**src/design/ita_pkg.sv**
```systemverilog
// ita_pkg: constants and types for the interrupt and trap acceptance unit
// assumes a 16-bit cpu core sequencer that drives the instruction stream
package ita_pkg;
    localparam int NUM_SRC = 8;                  // maskable sources
    localparam int LVL_W = 3;                    // mask and priority level width
    localparam logic [2:0] LVL_MAX = 3'h7;       // level forced by the non-maskable source
    localparam int TRAP_W = 2;                   // trap vector number width
    localparam int VEC_W = 8;                    // vector number width
    localparam logic [7:0] VEC_TRAP_BASE = 8'h08; // first trap vector slot
    localparam logic [7:0] VEC_NMI = 8'h07;      // non-maskable vector slot
    localparam logic [7:0] VEC_IRQ_BASE = 8'h10; // first maskable vector slot
    localparam logic [1:0] MODE0 = 2'h0;         // plain interrupt control mode
    localparam logic [1:0] MODE2 = 2'h2;         // eight-level interrupt control mode
    localparam int CCR_I = 7;                    // mask bit position in condition code reg
    localparam int CCR_UI = 6;                   // user mask bit position
    localparam int EXR_T = 7;                    // trace bit position in extended control reg
    localparam int PUSH_WORDS = 3;               // pc, ccr, exr pushed
    typedef enum logic [2:0] {
        ITA_IDLE = 3'h0,
        ITA_WAIT = 3'h1,
        ITA_PUSH = 3'h2,
        ITA_VEC = 3'h3,
        ITA_DONE = 3'h4
    } ita_state_type;
    typedef enum logic [1:0] {
        PUSH_PC = 2'h0,
        PUSH_CCR = 2'h1,
        PUSH_EXR = 2'h2
    } ita_push_type;
endpackage

```
**src/design/ita_arb_if.sv**
```systemverilog
// ita_arb_if: carries pending requests and the arbiter's choice
// assumes both ends share clk
`timescale 1ns/100ps
`default_nettype none
interface ita_arb_if;
    import ita_pkg::*;
    logic [NUM_SRC-1:0] pend;            // gated pending requests
    logic [NUM_SRC*LVL_W-1:0] prio;      // programmed levels, packed
    logic found;                         // some request pending
    logic [$clog2(NUM_SRC)-1:0] win;     // selected source
    logic [LVL_W-1:0] win_lvl;           // its level
    modport top (output pend, output prio, input found, input win, input win_lvl);
    modport arb (input pend, input prio, output found, output win, output win_lvl);
endinterface
`default_nettype wire

```
**src/design/ita_top.sv**
```systemverilog
// ita_top: trap and interrupt acceptance for a 16-bit cpu core
// assumes the core reports instruction boundaries and takes a push/vector sequence
`timescale 1ns/100ps
`default_nettype none
module ita_top
    import ita_pkg::*;
(
    // clock and reset
    input wire logic clk,
    input wire logic sys_rst,
    // configuration
    input wire logic [1:0] int_mode,
    input wire logic [NUM_SRC*LVL_W-1:0] interrupt_priority_reg,
    input wire logic [NUM_SRC-1:0] src_enable,
    // request sources
    input wire logic [NUM_SRC-1:0] src_event,
    input wire logic nmi_event,
    // core status
    input wire logic instr_done,
    input wire logic trap_always_instr,
    input wire logic [TRAP_W-1:0] trap_vec_num,
    input wire logic [31:0] next_pc,
    input wire logic [7:0] ccr_in,
    input wire logic [7:0] exr_in,
    input wire logic core_ack,
    // exception sequence outputs
    output logic exc_busy,
    output logic push_valid,
    output logic [31:0] push_data,
    output logic vec_valid,
    output logic [VEC_W-1:0] vec_num,
    output logic ccr_we,
    output logic [7:0] condition_code_reg,
    output logic exr_we,
    output logic [7:0] extended_control_reg,
    output logic [NUM_SRC-1:0] src_taken
);
    ////////////////////////////////////////////////////////////////////////////
    // request gating and arbitration
    ita_arb_if arb_bus();
    ita_state_type state;             // sequencer state
    logic [1:0] push_idx;              // which word is being pushed
    logic nmi_pend;                    // latched non-maskable request
    logic [NUM_SRC-1:0] pend;          // latched enabled requests
    logic is_trap;                     // current exception is a trap
    logic is_nmi;                      // current exception is non-maskable
    logic [2:0] take_src;              // accepted source index
    logic [LVL_W-1:0] take_lvl;        // accepted source level
    logic [TRAP_W-1:0] take_trap;      // captured trap vector number
    logic [31:0] save_pc;              // resume address
    logic [7:0] save_ccr;              // ccr at entry
    logic [7:0] save_exr;              // exr at entry
    logic [LVL_W-1:0] mask_level_field; // current mask from exr
    logic irq_ok;                      // maskable request beats mask
    logic [NUM_SRC-1:0] clr_vec;       // one-hot clear of accepted source
    logic [2:0] nmi_sync;              // pin stages, [0] is the first
    logic nmi_lvl;                     // filtered pin level
    logic nmi_rise;                    // settled rising edge of the pin

    assign mask_level_field = exr_in[LVL_W-1:0];
    assign arb_bus.pend = pend;
    assign arb_bus.prio = interrupt_priority_reg;

    // winner selection lives in its own module
    ita_arbiter u_arb (
        .arb(arb_bus)
    );

    // mode 2 compares level with mask; mode 0 uses the ccr mask bit
    // mode 0 levels only pick the winner: the ccr bit masks every maskable source
    always_comb begin
        if (int_mode == MODE2) begin
            irq_ok = arb_bus.found && (arb_bus.win_lvl > mask_level_field); // strict
        end else begin
            irq_ok = arb_bus.found && !ccr_in[CCR_I];
        end
    end

    // clear pattern for the source being taken
    // stands through wait, so a repeated event is cleared again unless it lands on the last wait edge
    always_comb begin
        clr_vec = '0;
        if (state == ITA_WAIT && !is_trap && !is_nmi) begin
            clr_vec[take_src] = 1'b1;
        end
    end

    ////////////////////////////////////////////////////////////////////////////
    // pending flags: set wins over clear so an event on a clearing edge still sets the flag
    // source enables gate events before they reach the flags
    always_ff @(posedge clk) begin
        if (sys_rst) begin
            pend <= '0;
        end else begin
            pend <= (pend & ~clr_vec) | (src_event & src_enable); // enable gates
        end
    end

    ////////////////////////////////////////////////////////////////////////////
    // non-maskable pin: three stages against metastability
    // the first stage feeds only the second
    always_ff @(posedge clk) begin
        if (sys_rst) begin
            nmi_sync <= '0;
        end else begin
            nmi_sync <= {nmi_sync[1:0], nmi_event};
        end
    end

    // level moves only once stages two and three agree, so a glitch
    // shorter than two clocks is dropped; the cost is a few clocks of delay
    always_ff @(posedge clk) begin
        if (sys_rst) begin
            nmi_lvl <= 1'b0;
        end else if (nmi_sync[1] == nmi_sync[2]) begin
            nmi_lvl <= nmi_sync[2];
        end
    end

    // one pulse per settled rising edge
    assign nmi_rise = (nmi_sync[1] == nmi_sync[2]) && nmi_sync[2] && !nmi_lvl;

    // non-maskable latch, cleared when taken unless a new edge arrives
    always_ff @(posedge clk) begin
        if (sys_rst) begin
            nmi_pend <= 1'b0;
        end else if (nmi_rise) begin
            nmi_pend <= 1'b1;
        end else if (state == ITA_WAIT && is_nmi) begin
            nmi_pend <= 1'b0;
        end
    end

    ////////////////////////////////////////////////////////////////////////////
    // exception sequencer
    // idle, wait for the boundary, push three words, vector, one done cycle
    // one request is taken per pass; other nmi and maskable requests stay in their flags
    // kind flags clear with state so no stale kind survives reset
    always_ff @(posedge clk) begin
        if (sys_rst) begin
            state <= ITA_IDLE;
            is_trap <= 1'b0;
            is_nmi <= 1'b0;
            take_src <= '0;
            take_lvl <= '0;
            take_trap <= '0;
        end else begin
            case (state)
                ITA_IDLE: begin
                    // trap is an instruction, so it can always enter
                    if (trap_always_instr) begin
                        is_trap <= 1'b1;
                        is_nmi <= 1'b0;
                        take_trap <= trap_vec_num; // vector 0..3
                        state <= ITA_WAIT;
                    end else if (nmi_pend) begin
                        // non-maskable outranks every maskable source
                        is_trap <= 1'b0;
                        is_nmi <= 1'b1;
                        state <= ITA_WAIT;
                    end else if (irq_ok) begin
                        // index and level frozen here, the arbiter may move on
                        is_trap <= 1'b0;
                        is_nmi <= 1'b0;
                        take_src <= arb_bus.win;
                        take_lvl <= arb_bus.win_lvl;
                        state <= ITA_WAIT;
                    end
                end
                ITA_WAIT: begin
                    // hold until the running instruction retires
                    if (instr_done) begin
                        state <= ITA_PUSH;
                    end
                end
                ITA_PUSH: begin
                    // one ack per stacked word
                    if (core_ack && push_idx == 2'(PUSH_WORDS-1)) begin
                        state <= ITA_VEC;
                    end
                end
                ITA_VEC: begin
                    // vector handed over, new ccr follows next cycle, with exr only in mode 2
                    if (core_ack) begin
                        state <= ITA_DONE;
                    end
                end
                ITA_DONE: begin
                    // spare cycle lets the write pulses land before idle
                    state <= ITA_IDLE;
                end
                default: begin
                    state <= ITA_IDLE;
                end
            endcase
        end
    end

    // capture context at the instruction boundary
    // sampled once, so later core changes cannot leak into the stack
    always_ff @(posedge clk) begin
        if (sys_rst) begin
            save_pc <= '0;
            save_ccr <= '0;
            save_exr <= '0;
        end else if (state == ITA_WAIT && instr_done) begin
            save_pc <= next_pc; // resume address is the next instruction
            save_ccr <= ccr_in;
            save_exr <= exr_in;
        end
    end

    // push word counter
    // cleared outside push, so every exception starts at the pc word
    always_ff @(posedge clk) begin
        if (sys_rst) begin
            push_idx <= '0;
        end else if (state != ITA_PUSH) begin
            push_idx <= '0;
        end else if (core_ack) begin
            push_idx <= push_idx + 2'h1;
        end
    end

    ////////////////////////////////////////////////////////////////////////////
    // outputs: stack words, vector and new ccr/exr
    // next word is loaded ahead, so data stands whenever push_valid does
    always_ff @(posedge clk) begin
        if (sys_rst) begin
            push_data <= '0;
        end else if (state == ITA_WAIT && instr_done) begin
            push_data <= next_pc; // resume address goes first
        end else if (state == ITA_PUSH && core_ack) begin
            case (push_idx)
                PUSH_PC: push_data <= {24'h000000, save_ccr}; // then ccr
                default: push_data <= {24'h000000, save_exr}; // exr last
            endcase
        end
    end

    // vector number for the accepted exception
    // kinds share one register, settled long before the vector state
    always_ff @(posedge clk) begin
        if (sys_rst) begin
            vec_num <= '0;
        end else if (is_trap) begin
            vec_num <= VEC_TRAP_BASE + VEC_W'(take_trap);
        end else if (is_nmi) begin
            vec_num <= VEC_NMI;
        end else begin
            vec_num <= VEC_IRQ_BASE + VEC_W'(take_src);
        end
    end

    // new ccr: mask bit set, user bit and rest retained
    // value tracks save_ccr; only the pulse tells the core to take it
    always_ff @(posedge clk) begin
        if (sys_rst) begin
            condition_code_reg <= '0;
            ccr_we <= 1'b0;
        end else begin
            ccr_we <= (state == ITA_VEC) && core_ack;
            condition_code_reg <= save_ccr | (8'h01 << CCR_I);
        end
    end

    // new exr: trace cleared in mode 2, mask per exception kind
    // mode 0 leaves exr alone, so no write pulse is raised there
    always_ff @(posedge clk) begin
        if (sys_rst) begin
            extended_control_reg <= '0;
            exr_we <= 1'b0;
        end else begin
            exr_we <= (state == ITA_VEC) && core_ack && (int_mode == MODE2);
            extended_control_reg <= save_exr & ~(8'h01 << EXR_T); // trace off
            if (is_nmi) begin
                extended_control_reg[LVL_W-1:0] <= LVL_MAX;
            end else if (!is_trap) begin
                extended_control_reg[LVL_W-1:0] <= take_lvl;
            end
        end
    end

    ////////////////////////////////////////////////////////////////////////////
    // handshake strobes may be combinational
    // they decode the registered state, so they rise in the same cycle that state is entered
    assign exc_busy = (state != ITA_IDLE);
    assign push_valid = (state == ITA_PUSH);
    assign vec_valid = (state == ITA_VEC);
    assign src_taken = clr_vec;
endmodule
`default_nettype wire

```
**src/design/ita_arbiter.sv**
```systemverilog
// ita_arbiter: picks the highest-level pending source, ties by index
// assumes levels are stable within the cycle; purely combinational
`timescale 1ns/100ps
`default_nettype none
module ita_arbiter
    import ita_pkg::*;
(
    // selection bundle
    ita_arb_if.arb arb
);
    // scan from highest index down so lower index wins ties
    always_comb begin
        arb.found = 1'b0;
        arb.win = '0;
        arb.win_lvl = '0;
        for (int i = NUM_SRC-1; i >= 0; i--) begin
            if (arb.pend[i] && (!arb.found || arb.prio[i*LVL_W +: LVL_W] >= arb.win_lvl)) begin
                arb.found = 1'b1; // highest level taken, others stay pending
                arb.win = ($clog2(NUM_SRC))'(i);
                arb.win_lvl = arb.prio[i*LVL_W +: LVL_W];
            end
        end
    end
endmodule
`default_nettype wire

```
**config.mk**
```make
export PLATFORM = sky130hd
export DESIGN_NAME = ita_top
export DESIGN_NICKNAME = d
export VERILOG_FILES = /design/src/design/ita_pkg.sv /design/src/design/ita_arb_if.sv /design/src/design/ita_top.sv /design/src/design/ita_arbiter.sv
export SDC_FILE = /design/constraint.sdc
export NUM_CORES = 1
export LEC_CHECK = 0
export BUFFER_PORTS_ARGS = -buffer_cell sky130_fd_sc_hd__buf_2
export CAP_MARGIN = 10
export CORE_ASPECT_RATIO = 0.75
export CORE_MARGIN = 10
export CORE_UTILIZATION = 40
export CTS_BUF_LIST = sky130_fd_sc_hd__clkbuf_4
export CTS_CLUSTER_SIZE = 24
export DETAILED_ROUTE_END_ITERATION = 12
export PLACE_DENSITY = 0.78
export SYNTH_ARGS = -nofsm -noshare
export SYNTH_HDL_FRONTEND = slang
export SYNTH_SLANG_ARGS = --single-unit
```
**constraint.sdc**
```tcl
create_clock -name clk -period 15.1 [get_ports clk]
set_clock_uncertainty 0.15 [all_clocks]
set_input_delay 2.265 -clock clk [delete_from_list [all_inputs] [get_ports clk]]
set_output_delay 2.265 -clock clk [all_outputs]
set_load 0.01 [all_outputs]
```
==> impl_metrics.toml, run 1 <==
[sta]
hold_ws_ps = 304
rsz0062_at_grt = "no"
fin_crit_sh_pct = 88.3
setup-tns-final_ps = 0
relSlewSlack_pct = 27.6
fmax_mhz = 75.0
setup_viol = 0
hold_viol = 0
finalMaxSlewViolations = 0
period_needed_ps = 13330
max_slew.worst_pin.slew_ps = 1080

[layout]
postLayoutCellArea_mm2 = 0.00577
nNetsFinal = 836
syn_to_final_growth_pct = 22.3
top_register = "push_data"
drive_gt1_share_pct = 26.6
largest_reg_flops = 32
final_cells = 883

[route]
ant_nets = 0
dr_total_vias = 4375
drt-initial-drc-count = 208
wl_mm = 13.4
dr.pass1.iters = 4
wl_per_cell_um = 15.2
drt-vias-per-instance = 4.95
remaining_drc_errors = 0

[cts]
postCtsSetupRepairBufs = 0
cts-resized-gates = 0
worstSkewPairLatency_ps = 440
htreeDepth = 3
cts-hold-fix-buffers = 0
cts_max_path_buffers = 2
cts_sinks = 98
cts_buffers = 9
cts_tree = "done"
root_buffer = "clkbuf_4"
clk_pin_slew_ps = 140

[setup_path]
worstPathRequired_ps = 15320
start_kind = "input port"
critPathMaxFanout = 9
critPathCaptureType = "register"
cp_slowest_cell = "o31ai_1"
cpMostUsedCell = "ha_1"
worstPathArrival_ps = 13560
crit_family = "compound AO/OA/AOI/OAI gates"
crit_type = "input port to register"
max_stage_delay_ps = 510
critPathBufInv = 4

[floorplan]
num_io_pins = 167
core_mm2 = 0.0116
die_h_um = 114
die-area_mm2 = 0.0166
die_w_um = 145
row_count = 34
start_util_pct = 40.8

[synthesis]
yosysWarnings = 0
synth.avg_cell_area_um2 = 8.25
synth_area_leaders = "dfxtp_1, ha_1, nor2_1"
async_reset_ff_share_pct = 0
yosysUniqueCellTypes = 65
ys.flop_type = "dfxtp_1"
yosysSeqAreaShare_pct = 41.6
synth-edff-count = 0
synth-seq-cells = 98
yosys.area.top_type_share_pct = 41.6
yosys.area.top_type = "dfxtp_1"
netlist_instances = 572
netlist_area_mm2 = 0.00472

[power_and_ir_drop]
p_per_area_mw_per_mm2 = 103
p_leak_uw = 0.00269
peakVddDrop_mv = 0.0452

[grt]
grt_overflow = 0
antenna_found_initial = 5
grt_pass1_vias = 4328
grt_pass1_wl_mm = 21.5
grt_max_degree = 97
track_usage_pct = 15.5

[run_status]
status = "finished clean"

[placed_design]
dpl.hpwl_mm = 10.2
port_buffers = 162
gp_congestion = 1.01
dp.cells = 863
place_area_mm2 = 0.00560

[min_path]
holdCritPathClass = "register to register"

[run]
maxCapViolCount = 0
## path summary, 6_finish.rpt
kind	start	endpoint	slack [ps]	cells after the start
worst min register to register	nmi_sync[0]	nmi_sync[1]	300	1
worst min-delay path	nmi_sync[0]	nmi_sync[1]	300	1
worst max-delay path	interrupt_priority_reg[23]	take_src[0]	1770	54
worst max register to register	arb_bus.pend[7]	take_src[0]	3030	53
## Yosys cell counts, types with 2 or more instances
cell       n
a21o_1     2
nand4_1    2
o21ba_1    2
mux2i_1   10
a22oi_1   26
nor2_2     2
nor3b_1    3
a211oi_1  13
or2_1      2
and3_1     3
and2_1     5
a32oi_1    2
buf_6      2
o31a_1     3
nor4_1     3
nor2_1    75
nor2b_1   24
buf_2      2
buf_1      4
ha_1      26
o21ai_0   16
or2_2      3
nand2b_1   9
inv_1     20
o31ai_1    4
a211o_1    2
nand2_1   68
clkbuf_1  26
nor3_1    11
o21a_1     3
buf_4      4
or3_1      2
o211ai_1   3
a21oi_1   53
dfxtp_1   98
o211a_1    2
nand3_1    5
o21ai_1    3
a31oi_1    2
nand3b_1   2
## worst register-to-register path: cells and delay by family, from the launching register on
kind                     cells  cell delay (ps)
AND/OR/NAND/NOR             21             3930
multiplexers                 1              390
flip-flops                   1              560
AO/OA/AOI/OAI               20             4450
buffers and inverters        3              510
adder cells (fa/ha/maj)      8             1990
## cell usage in the layout (no fill, tap or decap), types with 4 or more instances in the layout
master    netlist  layout
buf_2           2     162
dfxtp_1        98      98
nor2b_1        24      24
a22oi_1        26      26
nand2_1        68      68
nand3_1         5       5
conb_1          1       4
a21oi_1        53      52
o31ai_1         4       4
o21ai_0        16      16
nand2b_1        9       9
and2_1          5       5
a211oi_1       13      13
diode_2         0       4
mux2i_1        10      10
inv_1          20      20
nor3_1         11      11
clkbuf_4        0      10
ha_1           26      26
nor2_1         75      75
## stage by stage
step / setup WS, ps / util (%) / total power [uW]
floorplan: 2850 / - / 395
global placement: 1830 / 48.4 / 443
detailed placement: 1410 / 48.4 / 444
CTS: 1860 / 49.8 / 603
global route: 701 / 49.8 / 635
finish: 1770 / 49.9 / 596
## power breakdown
group          switching [uW]  total [uW]  leakage [uW]  internal (uW)
sequential               13.3         289      0.000798            275
combinational            87.1         151       0.00180           63.5
clock                    87.2         157     0.0000886           69.8
## routing by layer
metal  vias up  part of all wire (%)  track usage [%]
met2       157                    44             23.7
li1       2265                     -                -
met1      1939                    46             19.9
met5         -                 0.052                0
met3        12                   9.0             6.36
met4         2                  0.87             4.10
## final cells by class
cell class / instances / area [um2]
diodes: 4 / 10.0
clock buffers: 10 / 75.1
clock inverters: 6 / 90.1
fillers: 1113 / 5800
inverters: 21 / 78.8
multi-input cells: 418 / 2530
flip-flops and latches: 98 / 1960
well taps: 162 / 203
repair buffers: 164 / 826
## cells by family (layout without fill, tap and decap cells)
logic type,after synthesis,after routing,synth area share [%]
xor gates and xnor gates,1,1,0.186
adders and majority gates,26,26,6.89
muxes,11,11,2.36
DFF,98,98,41.6
buffers and inverters,59,201,5.38
other,1,8,0.0794
AOI/OAI and AO/OA,151,151,21.3
and+or+nand+nor,225,225,22.2
Power figures use the tool's default switching activity.
==> run 2, diff against run 1 <==
==> constraint.sdc (replaced) <==
create_clock -name clk -period 15.1 [get_ports clk]
set_clock_uncertainty 0.15 [all_clocks]
set_input_delay 3.02 -clock clk [delete_from_list [all_inputs] [get_ports clk]]
set_output_delay 3.02 -clock clk [all_outputs]
set_load 0.01 [all_outputs]
==> run 2 against run 1 <==
  * Sequential share of layout area is 0.088 points lower
  * Total power increased by 2.1%
  * Final area up 0.26%
  * Cell count fell by 0.23%
  * Routed wire length shrank 0.40%
  * Clock-buffer cell count did not move
  * Setup slack got worse by 540 ps
  * Sequential power about the same
  * First-iteration DRC count up 32%
  * Die area unchanged
==> impl_metrics.toml, run 2 (synthesis gave the netlist of run 1 again) <==
[floorplan]
core_mm2 = 0.0116
start_util_pct = 40.8
die_h_um = 114
die_w_um = 145
num_io_pins = 167
row_count = 34
die-area_mm2 = 0.0166

[cts]
worstSkewPairLatency_ps = 430
root_buffer = "clkbuf_4"
cts-hold-fix-buffers = 0
cts_max_path_buffers = 2
cts_sinks = 98
postCtsSetupRepairBufs = 0
cts_tree = "done"
cts_buffers = 9
htreeDepth = 3
clk_pin_slew_ps = 140

[setup_path]
critPathBufInv = 4
worstPathArrival_ps = 14090
critPathCaptureType = "register"
max_stage_delay_ps = 430
crit_start = "interrupt_priority_reg[23]"
start_kind = "input port"
crit_family = "simple AND/OR/NAND/NOR gates"
worstPathRequired_ps = 15320
reg2reg_from = "arb_bus.pend[7]"
cp_slowest_cell = "a2111oi_4"
crit_type = "input port to register"
cpMostUsedCell = "ha_1"
rrSetupSlack_ps = 3250
critPathMaxFanout = 9

[layout]
top_register = "push_data"
nNetsFinal = 836
mostFrequentLayoutCells = "buf_2, dfxtp_1, nor2_1"
drive_gt1_share_pct = 26.7
syn_to_final_growth_pct = 22.6
largest_reg_flops = 32
final_common_cell = "buf_2"
fill_cells = 1146

[grt]
grt_max_degree = 97
gr-usage-met2_pct = 24.1
grt.busiest_layer = "met2"
grt_overflow = 0
grt_pass1_vias = 4393
track_usage_pct = 15.7
antenna_found_initial = 4
grt.met1_usage_pct = 20.6
use_met3_pct = 6.28
grt_pass1_wl_mm = 21.9

[sta]
hold_viol = 0
rsz0062_at_grt = "no"
setup_viol = 0
fin_crit_sh_pct = 91.9
setup-tns-final_ps = 0
period_needed_ps = 13880
worst_slack_ps = 1220
max_slew.worst_pin.slew_ps = 1080
fmax_mhz = 72.1
relSlewSlack_pct = 28.1
finalMaxSlewViolations = 0
hold_ws_ps = 311

[power_and_ir_drop]
peakVddDrop_mv = 0.0434
p_int_uw = 424
power_frac_comb_pct = 24.9
p_leak_uw = 0.00269
p_per_area_mw_per_mm2 = 105
p_switching_uw = 185
p_sw_share_pct = 30.4
clkPwrFrac_pct = 27.7
power_frac_seq_pct = 47.4

[run]
maxCapViolCount = 0

[route]
ant_nets = 0
dr_total_vias = 4428
dr.pass1.iters = 5
remaining_drc_errors = 0
drt-initial-drc-count = 274
wl_mm = 13.3
drt-vias-per-instance = 5.03
wl_per_cell_um = 15.1

[placed_design]
port_buffers = 162
dpl.hpwl_mm = 10.2
preCtsSetupSlack_ps = 706
gp_congestion = 1.00

[run_status]
status = "finished clean"

[min_path]
holdCritPathClass = "register to register"
hold_start = "nmi_sync[0]"
-- run 2: worst reg2reg max path: cells and delay by family, from the launching register on --
kind | cells | cell delay [ps]
flops | 1 | 570
mux | 1 | 390
fa+ha+maj | 8 | 2110
simple gates | 21 | 4220
buf+inv | 3 | 480
compound gates | 19 | 3850
-- run 2: worst paths after layout --
path / depth (start not counted) / to
max: 53 / take_src[0]
min: 1 / nmi_sync[1]
max reg2reg: 52 / take_src[0]
min reg2reg: 1 / nmi_sync[1]
-- run 2: layer usage --
metal	vias to the layer above	share of wire [%]
li1	2264	-
met1	2017	48
met2	137	44
met3	8	8.1
met4	2	0.49
met5	-	0.13
-- run 2: power groups by stage --
stage / sequential (uW) / combinational [uW] / clock [uW]
final: 289 / 151 / 169
after detailed placement: 294 / 151 / 0
after CTS: 289 / 151 / 176
after global placement: 294 / 149 / 0
after global routing: 292 / 172 / 184
after floorplan: 293 / 102 / 0
-- run 2: layout make-up --
| type | count | area [um2] | share of cell area (%) |
|---|---|---|---|
| antenna | 3 | 7.51 | 0.130 |
| tap | 162 | 203 | 3.50 |
| clock inverter | 5 | 103 | 1.77 |
| multi-input combinational | 418 | 2530 | 43.8 |
| timing repair buffer | 164 | 826 | 14.3 |
| clock buffer | 10 | 75.1 | 1.30 |
| sequential | 98 | 1960 | 33.9 |
| inverter | 21 | 78.8 | 1.36 |
-- run 2: metrics by stage --
step / std cells / power [uW] / area, um2 / utilization (%)
after floorplan: 575 / 395 / 4730 / -
after CTS: 878 / 616 / 5770 / 49.9
after global placement: 863 / 442 / 5600 / 48.4
after detailed placement: 863 / 445 / 5600 / 48.4
final: 881 / 609 / 5790 / 50.0
after global routing: 878 / 648 / 5780 / 49.9
-- run 2: repair_timing --
item / 4_1_cts / 5_1_grt
endpoints found under the setup margin: 0 / 2
endpoints found under the hold margin: 0 / 0
gates resized for setup: 0 / 1
==> run 3, diff against run 2 <==
- CORE_MARGIN: 10 -> default
- CORE_UTILIZATION: 40 -> 45
- PLACE_DENSITY: 0.78 -> 0.85
==> run 3 against run 2 <==
  * Clock-buffer cell count down 1
  * Total power down 6.6%
  * Worst hold slack worse by 1.8 ps
  * Sequential cell count unchanged
  * Register-to-register slack worse by 170 ps
  * Critical path type unchanged
  * Critical endpoint unchanged
  * Highest routed layer is now met4
==> impl_metrics.toml, run 3 (synthesis gave the netlist of run 1 again) <==
[layout]
largest_reg_flops = 32
syn_to_final_growth_pct = 20.6
postLayoutCellArea_mm2 = 0.00569
drive_gt1_share_pct = 26.9
nNetsFinal = 837
top_register = "push_data"
final_common_cell = "buf_2"
mostFrequentLayoutCells = "buf_2, dfxtp_1, nor2_1"

[sta]
rsz0062_at_grt = "no"
max_slew.worst_pin.slew_ps = 1010
hold_viol = 0
finalMaxSlewViolations = 0
fin_crit_sh_pct = 93.5
period_needed_ps = 14120
relSlewSlack_pct = 32.4
fmax_mhz = 70.8
setup-tns-final_ps = 0
setup_viol = 0

[cts]
clk_pin_slew_ps = 150
root_buffer = "clkbuf_4"
cts-hold-fix-buffers = 0
cts_buffers = 9
htreeDepth = 3
worstSkewPairLatency_ps = 440
cts_tree = "done"
cts_max_path_buffers = 2
cts_sinks = 98

[min_path]
holdCritPathClass = "register to register"

[setup_path]
worstPathRequired_ps = 15310
max_stage_delay_ps = 450
worstPathArrival_ps = 14330
start_kind = "input port"
cp_slowest_cell = "a21boi_0"
crit_type = "input port to register"
cpMostUsedCell = "ha_1"
critPathMaxFanout = 9
critPathCaptureType = "register"

[grt]
track_usage_pct = 21.8
antenna_found_initial = 0
grt_pass1_wl_mm = 19.4
grt_overflow = 0
grt_pass1_vias = 4128
grt_max_degree = 97

[route]
drt-vias-per-instance = 5.34
wl_mm = 12.0
wl_per_cell_um = 14.1
remaining_drc_errors = 0
drt-initial-drc-count = 346
dr.pass1.iters = 5
ant_nets = 0
dr_total_vias = 4548

[placed_design]
port_buffers = 162
gp_congestion = 0.913
dpl.hpwl_mm = 9.18
place_area_mm2 = 0.00556

[power_and_ir_drop]
peakVddDrop_mv = 0.0555
p_switching_uw = 192
power_frac_comb_pct = 26.6
power_frac_seq_pct = 50.9
p_per_area_mw_per_mm2 = 99.9
p_total_uw = 569
p_int_uw = 377
clkPwrFrac_pct = 22.5
p_leak_uw = 0.00267
p_sw_share_pct = 33.7

[floorplan]
core_mm2 = 0.00993
num_io_pins = 167
row_count = 31
start_util_pct = 47.5
die_w_um = 120
die-area_mm2 = 0.0109
die_h_um = 90.7

[run_status]
status = "finished clean"

[run]
maxCapViolCount = 0
run 3: stage by stage:
stage | setup WS (ps) | utilization, % | hold WS (ps) | instances
2_1_floorplan | 2090 | - | 264 | 575
3_3_place_gp | 1210 | 56.0 | 281 | 834
3_5_place_dp | 596 | 56.0 | 282 | 834
4_1_cts | 1030 | 57.3 | 312 | 850
5_1_grt | 165 | 57.3 | 328 | 850
6_report | 980 | 57.3 | 310 | 851
run 3: path summary, 6_finish.rpt:
| path | startpoint | cells past startpoint | to | slack, ps |
|---|---|---|---|---|
| max | interrupt_priority_reg[21] | 53 | take_src[0] | 980 |
| min | nmi_sync[0] | 1 | nmi_sync[1] | 310 |
| max reg2reg | arb_bus.pend[7] | 53 | take_src[0] | 3080 |
| min reg2reg | nmi_sync[0] | 1 | nmi_sync[1] | 310 |
run 3: power by group through the flow:
stage | sequential, uW | combinational [uW] | clock (uW)
6_report | 289 | 151 | 128
5_1_grt | 292 | 169 | 145
4_1_cts | 289 | 150 | 132
3_5_place_dp | 294 | 149 | 0
3_3_place_gp | 294 | 145 | 0
2_1_floorplan | 293 | 102 | 0
run 3: worst max-delay path, delay by kind of cell:
kind	cells	cell delay (ps)
AND/OR/NAND/NOR	22	4290
adder cells (fa/ha/maj)	8	2110
buffers and inverters	3	520
AO/OA/AOI/OAI	19	3980
multiplexers	1	390
run 3: metal layers:
layer | share of wire (%) | track usage [%]
met2 | 46 | 35.3
met3 | 6.7 | 5.62
met5 | 0 | 0
met4 | 1.8 | 5.25
met1 | 46 | 28.9
run 3: area by class of cell:
class                           count  area, um2
Fill cell                         936       4240
Multi-Input combinational cell    418       2520
Sequential cell                    98       1960
Timing Repair Buffer              165        833
Tap cell                          132        165
Inverter                           21       78.8
Clock buffer                        9       67.6
Clock inverter                      7       60.1
Antenna cell                        1       2.50
run 3: timing repair:
action,CTS,global route
buffers inserted,0,0
setup endpoints to repair,0,1
gates resized for setup,0,1
